<file path="src/include/pct_map.svh">
// Purpose: Constants of the pulse counter and tachometer block
// Assumes: 200 MHz clock, one measuring gate of one second
// Notes:   The gate length in cycles can be overridden by the top parameter GATE_CYC
// What this block does
// Input source: logic, low-side or high-side contact
// Speed mode divides pulse rate by divisor
// Decimal point trades resolution for display range
// Speed menu: input, divisor, point, output
// Up counter starts at zero, counts up
// Down counter starts at full scale, counts down
// Held reset input keeps count at start
// Count survives power loss, resumes after restart
// Count only on the selected input edge
// Prescaler passes one pulse per N edges
// Full-scale count sets top of counting range
// Display scaled linearly to full-scale display value
// Limit off: count runs to absolute maximum
// Limit error mode flags over or under range
// Limit clamp mode shows upper limit or zero
// Down counter lower limit fixed at zero
// Counter menu order from source to output
// Input synchronised, each edge counted once
// Rate above 10 kHz always flags error
`ifndef PCT_MAP_SVH
`define PCT_MAP_SVH

// ==========================================================
// Timing
`define PCT_CLK_HZ      200000000
`define PCT_GATE_MS     1000
`define PCT_GATE_CYC    (`PCT_CLK_HZ / 1000 * `PCT_GATE_MS)
`define PCT_MAX_HZ      10000
`define PCT_MAX_EDGES   (`PCT_MAX_HZ * `PCT_GATE_MS / 1000)
`define PCT_SEC_PER_MIN 60

// ==========================================================
// Ranges and reset values
`define PCT_DISP_MAX    16'h270F
`define PCT_ABS_MAX     17'sh0270F
`define PCT_POINT_MAX   16'h0002
`define PCT_RST_DIV     16'h0001
`define PCT_RST_FULL    16'h270F
`define PCT_RST_DHI     16'h270F

`endif

</file>
<file path="src/include/pct_pkg.sv">
// Purpose: Types shared by the pulse counter and tachometer files
// Assumes: Constants come from pct_map.svh
// Notes:   Enumerations follow the menu wording of the block
package pct_pkg;

    // ==========================================================
    // Modes and options
    typedef enum logic [1:0] {MODE_SPEED, MODE_UP, MODE_DOWN} pct_mode_type;
    typedef enum logic [1:0] {SRC_LOGIC, SRC_LOW_SIDE, SRC_HIGH_SIDE} pct_src_type;
    typedef enum logic [1:0] {LIM_OFF, LIM_ERROR, LIM_CLAMP} pct_lim_type;
    typedef enum logic [3:0] {MN_INPUT_TYPE, MN_INPUT_SOURCE, MN_EDGE, MN_DIVISOR, MN_FULL_SCALE,
                              MN_POINT, MN_DISP_HIGH, MN_LIMIT, MN_OUTPUT_CONFIG} pct_menu_type;
    typedef logic signed [16:0] pct_cnt_type;

    // ==========================================================
    // Carriers
    typedef struct packed {
        pct_mode_type mode;
        pct_src_type  src;
        logic         falling_edge_option;
        logic [15:0]  divisor;
        logic [15:0]  full_scale_count;
        logic [1:0]   decimal_point_position;
        logic [15:0]  full_scale_display_value;
        pct_lim_type  range_limit_mode;
    } pct_cfg_type;

    typedef struct packed {
        logic [15:0] value;
        logic [1:0]  point;
        logic        minus;
        logic        err;
    } pct_disp_type;

endpackage

</file>
<file path="src/design/pct_edge_sync.sv">
// Purpose: Synchronise the pulse pin and pick out the chosen edge
// Assumes: Pin is free of bounce
// Notes:   Edge pulse lags the pin by three clocks
`include "pct_map.svh"
module pct_edge_sync
    import pct_pkg::*;
(
    input  wire logic clk_i,
    input  wire logic sys_rst_i,
    input  wire logic pin_i,
    input  wire logic invert_i,
    input  wire logic fall_i,
    output logic      edge_o
);
    logic sync1_r, sync2_r, prev_r, edge_r;
    logic lvl_w, prev_nxt, edge_nxt;

    // ==========================================================
    // Edge select; first stage feeds only the second
    always_comb
    begin
        lvl_w    = sync2_r ^ invert_i;
        prev_nxt = lvl_w;
        edge_nxt = (lvl_w != prev_r) && (lvl_w == !fall_i);
    end

    always_ff @(posedge clk_i)
    begin
        if (sys_rst_i)
        begin
            sync1_r <= 1'b0;
            sync2_r <= 1'b0;
            prev_r  <= 1'b0;
            edge_r  <= 1'b0;
        end
        else
        begin
            sync1_r <= pin_i;
            sync2_r <= sync1_r;
            prev_r  <= prev_nxt;
            edge_r  <= edge_nxt;
        end
    end

    assign edge_o = edge_r;
endmodule // pct_edge_sync

</file>
<file path="src/design/pct_div.sv">
// Purpose: Serial restoring divider, one quotient bit per clock
// Assumes: Divisor is never zero and below two to the W-1
// Notes:   Quotient holds until the next start
`include "pct_map.svh"
module pct_div
    import pct_pkg::*;
#(
    parameter int unsigned W = 32
)
(
    input  wire logic         clk_i,
    input  wire logic         sys_rst_i,
    input  wire logic         start_i,
    input  wire logic [W-1:0] num_i,
    input  wire logic [W-1:0] den_i,
    output logic              busy_o,
    output logic              done_o,
    output logic [W-1:0]      quo_o
);
    typedef enum logic {DV_IDLE, DV_RUN} pct_dv_type;
    pct_dv_type   st_r, st_nxt;
    logic [W-1:0] rem_r, rem_nxt, q_r, q_nxt, den_r, den_nxt, sh_w;
    logic [5:0]   n_r, n_nxt;
    logic         done_r, done_nxt;

    // ==========================================================
    // Shift and subtract
    always_comb
    begin
        st_nxt   = st_r;
        rem_nxt  = rem_r;
        q_nxt    = q_r;
        den_nxt  = den_r;
        n_nxt    = n_r;
        done_nxt = 1'b0;
        sh_w     = {rem_r[W-2:0], q_r[W-1]};
        unique case (st_r)
            DV_IDLE:
                if (start_i)
                begin
                    st_nxt  = DV_RUN;
                    rem_nxt = '0;
                    q_nxt   = num_i;
                    den_nxt = den_i;
                    n_nxt   = 6'(W - 1);
                end
            DV_RUN:
            begin
                rem_nxt = (sh_w >= den_r) ? sh_w - den_r : sh_w;
                q_nxt   = {q_r[W-2:0], sh_w >= den_r};
                n_nxt   = n_r - 6'h01;
                if (n_r == 6'h00)
                begin
                    st_nxt   = DV_IDLE;
                    done_nxt = 1'b1;
                end
            end
        endcase
    end

    always_ff @(posedge clk_i)
    begin
        if (sys_rst_i)
        begin
            st_r   <= DV_IDLE;
            rem_r  <= '0;
            q_r    <= '0;
            den_r  <= '0;
            n_r    <= 6'h00;
            done_r <= 1'b0;
        end
        else
        begin
            st_r   <= st_nxt;
            rem_r  <= rem_nxt;
            q_r    <= q_nxt;
            den_r  <= den_nxt;
            n_r    <= n_nxt;
            done_r <= done_nxt;
        end
    end

    assign busy_o = (st_r == DV_RUN);
    assign done_o = done_r;
    assign quo_o  = q_r;

endmodule // pct_div

</file>
<file path="src/design/pct_top.sv">
// Purpose: Tachometer and up/down pulse counter with button menu
// Assumes: Buttons give one-cycle pulses; outside storage keeps the count
// Notes:   Speed figures assume the default one-second gate
`include "pct_map.svh"
module pct_top
    import pct_pkg::*;
#(
    parameter int unsigned GATE_CYC = `PCT_GATE_CYC
)
(
    input  wire logic        clk_i,
    input  wire logic        sys_rst_i,
    input  wire logic        pulse_i,
    input  wire logic        hold_rst_n_i,
    input  wire logic        btn_ok_i,
    input  wire logic        btn_up_i,
    input  wire logic        btn_dn_i,
    input  wire pct_cnt_type nv_count_i,
    output pct_cfg_type      cfg_o,
    output pct_menu_type     menu_o,
    output pct_disp_type     disp_o,
    output pct_cnt_type      nv_count_o,
    output logic             nv_wr_o
);
    localparam pct_cfg_type CFG_RST = '{mode: MODE_SPEED, src: SRC_LOGIC, falling_edge_option: 1'b0,
        divisor: `PCT_RST_DIV, full_scale_count: `PCT_RST_FULL, decimal_point_position: 2'h0,
        full_scale_display_value: `PCT_RST_DHI, range_limit_mode: LIM_OFF};

    pct_cfg_type  cfg_r, cfg_nxt;
    pct_menu_type menu_r, menu_nxt;
    pct_disp_type disp_r, disp_nxt;
    pct_cnt_type  cnt_r, cnt_nxt, start_w, full_w;
    logic [15:0]  pre_r, pre_nxt, edges_r, edges_nxt, held_r, held_nxt;
    logic [15:0]  cur_w, lo_w, hi_w, edit_w, mag_w;
    logic [31:0]  gate_r, gate_nxt, num_w, den_w, scale_w, quo_w;
    logic         restore_r, wr_r, wr_nxt, hz_over_r, hz_over_nxt, pend_r, pend_nxt;
    logic         speed_w, edge_w, tick_w, gate_end_w, above_w, below_w;
    logic         div_start_w, div_busy_w, div_done_w;

    function automatic logic [15:0] bump(input logic [15:0] v, input logic [15:0] lo,
                                         input logic [15:0] hi, input logic up);
        bump = v;
        if (up && v < hi)
            bump = v + 16'h0001;
        else if (!up && v > lo)
            bump = v - 16'h0001;
    endfunction

    assign speed_w = (cfg_r.mode == MODE_SPEED);

    // ==========================================================
    // Menu: OK advances, up and down edit the shown item
    always_comb
    begin
        cur_w = 16'h0000;
        lo_w  = 16'h0000;
        hi_w  = `PCT_POINT_MAX;
        unique case (menu_r)
            MN_INPUT_TYPE:    cur_w = {14'h0000, cfg_r.mode};
            MN_INPUT_SOURCE:  cur_w = {14'h0000, cfg_r.src};
            MN_EDGE:          cur_w = {15'h0000, cfg_r.falling_edge_option};
            MN_DIVISOR:       {cur_w, lo_w, hi_w} = {cfg_r.divisor, 16'h0001, 16'hFFFF};
            MN_FULL_SCALE:    {cur_w, lo_w, hi_w} = {cfg_r.full_scale_count, 16'h0001, `PCT_DISP_MAX};
            MN_POINT:         cur_w = {14'h0000, cfg_r.decimal_point_position};
            MN_DISP_HIGH:     {cur_w, hi_w} = {cfg_r.full_scale_display_value, `PCT_DISP_MAX};
            MN_LIMIT:         cur_w = {14'h0000, cfg_r.range_limit_mode};
            MN_OUTPUT_CONFIG: hi_w = 16'h0000;
        endcase
        if (menu_r == MN_EDGE)
            hi_w = 16'h0001;
        edit_w   = bump(cur_w, lo_w, hi_w, btn_up_i);
        menu_nxt = menu_r;
        cfg_nxt  = cfg_r;
        if (btn_ok_i)
        begin
            unique case (menu_r)
                MN_INPUT_TYPE:    menu_nxt = MN_INPUT_SOURCE;
                MN_INPUT_SOURCE:  menu_nxt = speed_w ? MN_DIVISOR : MN_EDGE;
                MN_EDGE:          menu_nxt = MN_DIVISOR;
                MN_DIVISOR:       menu_nxt = speed_w ? MN_POINT : MN_FULL_SCALE;
                MN_FULL_SCALE:    menu_nxt = MN_POINT;
                MN_POINT:         menu_nxt = speed_w ? MN_OUTPUT_CONFIG : MN_DISP_HIGH;
                MN_DISP_HIGH:     menu_nxt = MN_LIMIT;
                MN_LIMIT:         menu_nxt = MN_OUTPUT_CONFIG;
                MN_OUTPUT_CONFIG: menu_nxt = MN_INPUT_TYPE;
            endcase
        end
        else if (btn_up_i ^ btn_dn_i)
        begin
            unique case (menu_r)
                MN_INPUT_TYPE:    cfg_nxt.mode = pct_mode_type'(edit_w[1:0]);
                MN_INPUT_SOURCE:  cfg_nxt.src = pct_src_type'(edit_w[1:0]);
                MN_EDGE:          cfg_nxt.falling_edge_option = edit_w[0];
                MN_DIVISOR:       cfg_nxt.divisor = edit_w;
                MN_FULL_SCALE:    cfg_nxt.full_scale_count = edit_w;
                MN_POINT:         cfg_nxt.decimal_point_position = edit_w[1:0];
                MN_DISP_HIGH:     cfg_nxt.full_scale_display_value = edit_w;
                MN_LIMIT:         cfg_nxt.range_limit_mode = pct_lim_type'(edit_w[1:0]);
                MN_OUTPUT_CONFIG: cfg_nxt = cfg_r;
            endcase
        end
    end

    // ==========================================================
    // Pulse pin: low-side contact idles high, so it is inverted
    pct_edge_sync u_edge (
        .clk_i     (clk_i),
        .sys_rst_i (sys_rst_i),
        .pin_i     (pulse_i),
        .invert_i  (cfg_r.src == SRC_LOW_SIDE),
        .fall_i    (cfg_r.falling_edge_option),
        .edge_o    (edge_w)
    );

    // ==========================================================
    // Prescaler and counter; a divisor lowered below the phase wraps on the next edge
    assign full_w  = {1'b0, cfg_r.full_scale_count};
    assign start_w = (cfg_r.mode == MODE_DOWN) ? full_w : 17'sh00000;
    assign tick_w  = edge_w && !speed_w && (pre_r >= cfg_r.divisor - 16'h0001);

    always_comb
    begin
        pre_nxt = pre_r;
        cnt_nxt = cnt_r;
        if (restore_r)
            cnt_nxt = nv_count_i;
        else if (!hold_rst_n_i)
        begin
            cnt_nxt = start_w;
            pre_nxt = 16'h0000;
        end
        else if (edge_w && !speed_w)
        begin
            pre_nxt = tick_w ? 16'h0000 : pre_r + 16'h0001;
            if (tick_w && cfg_r.mode == MODE_UP && cnt_r < `PCT_ABS_MAX)
                cnt_nxt = cnt_r + 17'sh00001;
            else if (tick_w && cfg_r.mode == MODE_DOWN && cnt_r > -`PCT_ABS_MAX)
                cnt_nxt = cnt_r - 17'sh00001;
        end
        wr_nxt = (cnt_nxt != cnt_r);
    end

    // ==========================================================
    // Rate gate; runs in every mode so the 10 kHz check always applies
    assign gate_end_w = (gate_r == 32'(GATE_CYC - 1));

    always_comb
    begin
        gate_nxt    = gate_end_w ? 32'h00000000 : gate_r + 32'h00000001;
        edges_nxt   = (edge_w && edges_r != 16'hFFFF) ? edges_r + 16'h0001 : edges_r;
        held_nxt    = held_r;
        hz_over_nxt = hz_over_r;
        pend_nxt    = pend_r && !div_start_w;
        if (gate_end_w)
        begin
            edges_nxt   = {15'h0000, edge_w};
            held_nxt    = edges_r;
            hz_over_nxt = (edges_r > 16'(`PCT_MAX_EDGES));
            pend_nxt    = 1'b1;
        end
    end

    // ==========================================================
    // Scaling: rpm = edges * 60 / divisor, count = |n| * high / full
    assign mag_w       = (cnt_r < 17'sh00000) ? 16'(-cnt_r) : cnt_r[15:0];
    assign above_w     = (cnt_r > full_w);
    assign below_w     = (cnt_r < 17'sh00000);
    assign div_start_w = !div_busy_w && !div_done_w && (!speed_w || pend_r);

    always_comb
    begin
        unique case (cfg_r.decimal_point_position)
            2'h1:    scale_w = 32'h0000000A;
            2'h2:    scale_w = 32'h00000064;
            default: scale_w = 32'h00000001;
        endcase
        if (speed_w)
        begin
            num_w = 32'(held_r) * 32'(`PCT_SEC_PER_MIN) * scale_w;
            den_w = {16'h0000, cfg_r.divisor};
        end
        else
        begin
            num_w = 32'(mag_w) * 32'(cfg_r.full_scale_display_value);
            den_w = {16'h0000, cfg_r.full_scale_count};
        end
    end

    pct_div #(.W(32)) u_div (
        .clk_i     (clk_i),
        .sys_rst_i (sys_rst_i),
        .start_i   (div_start_w),
        .num_i     (num_w),
        .den_i     (den_w),
        .busy_o    (div_busy_w),
        .done_o    (div_done_w),
        .quo_o     (quo_w)
    );

    // ==========================================================
    // Display update when a quotient lands
    always_comb
    begin
        disp_nxt = disp_r;
        if (div_done_w)
        begin
            disp_nxt.value = quo_w[15:0];
            disp_nxt.point = cfg_r.decimal_point_position;
            disp_nxt.minus = !speed_w && below_w;
            disp_nxt.err   = hz_over_r || (quo_w > 32'(`PCT_DISP_MAX));
            if (!speed_w)
            begin
                unique case (cfg_r.range_limit_mode)
                    LIM_ERROR:
                        if (above_w || below_w)
                            disp_nxt.err = 1'b1;
                    LIM_CLAMP:
                        if (above_w || below_w)
                        begin
                            disp_nxt.value = above_w ? cfg_r.full_scale_display_value : 16'h0000;
                            disp_nxt.minus = 1'b0;
                            disp_nxt.err   = hz_over_r;
                        end
                    default:
                        disp_nxt.err = disp_nxt.err;
                endcase
            end
        end
    end

    // ==========================================================
    // State registers; restore is taken on the first clock after reset
    always_ff @(posedge clk_i)
    begin
        if (sys_rst_i)
        begin
            cfg_r     <= CFG_RST;
            menu_r    <= MN_INPUT_TYPE;
            disp_r    <= '0;
            cnt_r     <= 17'sh00000;
            pre_r     <= 16'h0000;
            restore_r <= 1'b1;
            wr_r      <= 1'b0;
            gate_r    <= 32'h00000000;
            edges_r   <= 16'h0000;
            held_r    <= 16'h0000;
            hz_over_r <= 1'b0;
            pend_r    <= 1'b0;
        end
        else
        begin
            cfg_r     <= cfg_nxt;
            menu_r    <= menu_nxt;
            disp_r    <= disp_nxt;
            cnt_r     <= cnt_nxt;
            pre_r     <= pre_nxt;
            restore_r <= 1'b0;
            wr_r      <= wr_nxt;
            gate_r    <= gate_nxt;
            edges_r   <= edges_nxt;
            held_r    <= held_nxt;
            hz_over_r <= hz_over_nxt;
            pend_r    <= pend_nxt;
        end
    end

    assign cfg_o      = cfg_r;
    assign menu_o     = menu_r;
    assign disp_o     = disp_r;
    assign nv_count_o = cnt_r;
    assign nv_wr_o    = wr_r;
endmodule // pct_top

</file>
<file path="config.mk">
export PLATFORM = sky130hd
export DESIGN_NAME = pct_top
export DESIGN_NICKNAME = d
export VERILOG_FILES = /design/src/include/pct_pkg.sv /design/src/design/pct_edge_sync.sv /design/src/design/pct_div.sv /design/src/design/pct_top.sv
export VERILOG_INCLUDE_DIRS = /design/src /design/src/include
export SDC_FILE = /design/constraint.sdc
export NUM_CORES = 2
export LEC_CHECK = 0
export ABC_AREA = 1
export ABC_CLOCK_PERIOD_IN_PS = 11600
export BUFFER_PORTS_ARGS = -buffer_cell sky130_fd_sc_hd__buf_4
export CAP_MARGIN = 5
export CELL_PAD_IN_SITES_DETAIL_PLACEMENT = 0
export CELL_PAD_IN_SITES_GLOBAL_PLACEMENT = 2
export CORE_MARGIN = 4
export CORE_UTILIZATION = 40
export CTS_BUF_LIST = sky130_fd_sc_hd__clkbuf_8 sky130_fd_sc_hd__clkbuf_16
export CTS_CLUSTER_DIAMETER = 80
export DETAILED_ROUTE_END_ITERATION = 7
export GPL_TIMING_DRIVEN = 1
export PLACE_DENSITY_LB_ADDON = 0.1
export RECOVER_POWER = 25
export SKIP_LAST_GASP = 1
export SYNTH_ARGS = -nofsm -noshare
export SYNTH_HDL_FRONTEND = slang
export SYNTH_HIERARCHICAL = 1
export SYNTH_SLANG_ARGS = --single-unit
</file>
<file path="constraint.sdc">
create_clock -name clk_i -period 11.6 [get_ports clk_i]
set_clock_uncertainty 0.15 [all_clocks]
set_input_delay 2.32 -clock clk_i [delete_from_list [all_inputs] [get_ports clk_i]]
set_output_delay 2.32 -clock clk_i [all_outputs]
set_load 0.01 [all_outputs]
</file>
==> results_dict.tcl <==
set metrics [dict create \
    rows 105 \
    status "finished, violations left" \
    hp-start "u_edge/sync1_r" \
    synth_sequential_area_ratio_pct 17.3 \
    ys.flop_type "dfxtp_1" \
    synth_edf_count 0 \
    vias 31100 \
    async_flop_share_pct 0 \
    fin_crit_sh_pct 73.2 \
    fmax_ghz 0.118 \
    antenna_cells 0 \
    seqPwrFrac_pct 18.3 \
    path_max_fanout 23 \
    cellLeakagePower_nw 18.7 \
    slew_violations 85 \
    worstRegToRegCells 35 \
    root_buffer "clkbuf_16" \
    cp-end-kind "flip-flop" \
    synth_seq_cells 289 \
    pre_cts_ws_ns 3.26 \
    cts_num_sinks 289 \
    netlist.area_leader.share_pct 17.5 \
    synth_cell_types 66 \
    peakVddDrop_mv 0.154 \
    reg2reg_slack_ns 3.11 \
    syn-cell-area_um2 33500 \
    ant_nets 0 \
    worstSetupStartpointType "flip-flop" \
    io-pin-count 123 \
    combPwrFrac_pct 61.4 \
    stdcell_area_um2 36600 \
    finalSetupTns_ns 0 \
    cts_tree "built" \
    grt_pass1_wl_um 181000 \
    grt_util_all_layers_pct 26.0 \
    setup-violations-final 0 \
    grt_pass1_vias 30200 \
    placed_cell_area_um2 35400 \
    grt_max_degree 71 \
    synth_top_cell_by_area "fa_1" \
    drt_wl_total_um 116000 \
    p_sw_mw 3.18 \
    design.core.area_um2 82500 \
    cp.required_ns 11.90 \
    violations "max-capacitance violations, max-slew violations" \
    htree_levels 2 \
    rr_startpoint "nv_count_o[0]" \
    start_util_pct 40.6 \
    maxCapViolCount 2 \
    ys_warn_count 6 \
    synth_most_common_cell "nand2_1" \
    syn_to_final_growth_pct 9.44 \
    ys_top_cells_by_count "nand2_1 (1312), inv_1 (872), nor2_1 (378)" \
    antenna_found_initial 0 \
    hold_end "u_edge/sync2_r" \
    hp-class "flip-flop to flip-flop" \
    drtIter0Drc 2311 \
    synth_area_leaders "fa_1 (17%), dfxtp_1 (17%), nand2_1 (15%)" \
    hold_viol 0 \
    critical_path.max_stage_delay_ns 0.53 \
    grt-ovfl-total 0 \
    period_needed_ns 8.49 \
    postCtsSetupBuffers 0 \
    layout-drive-gt1-share_pct 6.00 \
    path_clk_slew_ns 0.05 \
    drc_errors 0 \
    p_int_mw 3.17 \
    wl_per_cell_um 19.2 \
    fp.dieW_um 297 \
    place_congestion 0.962 \
    min_delay_path_depth 2 \
    slowest_stage "inv_1" \
    drtPass1Iterations 5 \
    die-area_um2 88400 \
    fin_ws_ns 3.11 \
    r2r-end "u_div/quo_o[23]" \
    nets 5577 \
    numCtsBuffers 41 \
    die_h_um 297 \
    pwr-share-clk_pct 20.3 \
    arrival_ns 8.79 \
    synthCells 4926 \
    cts_buffer_depth 3 \
    io_buffer_count 122 \
    path_class "flip-flop to flip-flop" \
    worst_pin_slew_ns 2.63 \
    insertion_delay_ns 0.59 \
    power_density_nw_per_um2 173 \
    relSlewSlack_pct -75.6 \
    cts_resized 0 \
    fill_cells 8877 \
    avgSynthCellArea_um2 6.80 \
    dp_hpwl_um 92800 \
    hold_buffers 0 \
    p_sw_share_pct 50.1 \
    routed_via_density 5.12 \
    rsz0062_at_grt "false" \
]
[critical path, delay by kind of cell (launching register included)]
family,cells,cell delay (ns)
XOR/XNOR,2,0.31
buffers and inverters,8,1.27
adder cells (fa/ha/maj),8,3.64
flip-flops,1,0.29
AND/OR/NAND/NOR,10,1.29
AO/OA/AOI/OAI,7,1.39
[power groups by stage]
stage               Combinational, mW  Sequential, mW  Clock, mW
global route                     4.42            1.17       1.37
CTS                              3.91            1.16       1.32
floorplan                        2.84            1.14          0
detailed placement               3.88            1.18          0
global placement                 3.88            1.18          0
finish                           3.90            1.16       1.29
[logic make-up after synthesis]
group | count (synthesis) | share of synthesized area, %
compound gates | 680 | 11.6
fa+ha+maj | 582 | 28.3
simple gates | 2191 | 27.6
flops | 289 | 17.3
xor+xnor | 117 | 3.06
other cells | 1 | 0.0112
buf+inv | 1066 | 12.2
[placed cells by master, fill, tap and decap left out, drive strengths merged, types with 23 or more instances in the layout]
cell	synthesis	final
nand2	1328	1328
inv	888	898
nor2	392	392
a21oi	352	352
fa	292	292
ha	290	290
dfxtp	289	289
nand3	285	285
o21ai	211	211
buf	42	133
xor2	80	80
nor3	74	74
clkbuf	127	71
xnor2	37	37
nand4	36	36
o211ai	26	26
nand3b	23	23
[cell type report]
class                      count  area (um2)  share of cell area, %
multi-input combinational   3586       23700                   64.7
clock inverter                21         235                  0.642
sequential                   289        5790                   15.8
timing repair buffer         156        1080                   2.96
clock buffer                  48        1130                   3.09
inverter                     897        3370                   9.20
tap                         1070        1340                   3.65
[flip-flops by register name (all words and copies together) (netlist names), 4 cells and up]
register and count:
cfg_o 57, disp_o 20, edges_r 16, gate_r 32
held_r 16, menu_o 4, nv_count_o 17, pre_r 16
u_div/den_r 32, u_div/n_r 6, u_div/quo_o 32, u_div/rem_r 31
[per-layer routing]
layer	part of all wire, %	track usage [%]
met5	0	0
met4	3.3	8.08
met3	7.0	5.34
met2	42	38.7
met1	48	37.7
[worst max-delay path by stage]
stage                       start               to  slack [ns]
floorplan               held_r[2]  u_div/quo_o[28]        4.26
global placement    nv_count_o[4]  u_div/quo_o[23]        3.36
detailed placement  nv_count_o[0]  u_div/quo_o[23]        3.26
CTS                 nv_count_o[0]  u_div/quo_o[23]        3.20
global route        nv_count_o[0]  u_div/quo_o[31]        2.60
finish              nv_count_o[0]  u_div/quo_o[23]        3.11
[through the flow]
stage                     hold slack (ns)  util (%)  instances  power, mW
final                               0.262      44.4       6067       6.35
after global routing                0.276      44.4       6067       6.96
after CTS                           0.274      44.5       6067       6.39
after detailed placement            0.267      42.9       5998       5.06
after global placement              0.260      42.9       5998       5.06
after floorplan                     0.238         -       4941       3.99
Note: power is estimated with default switching activity, not from simulation.
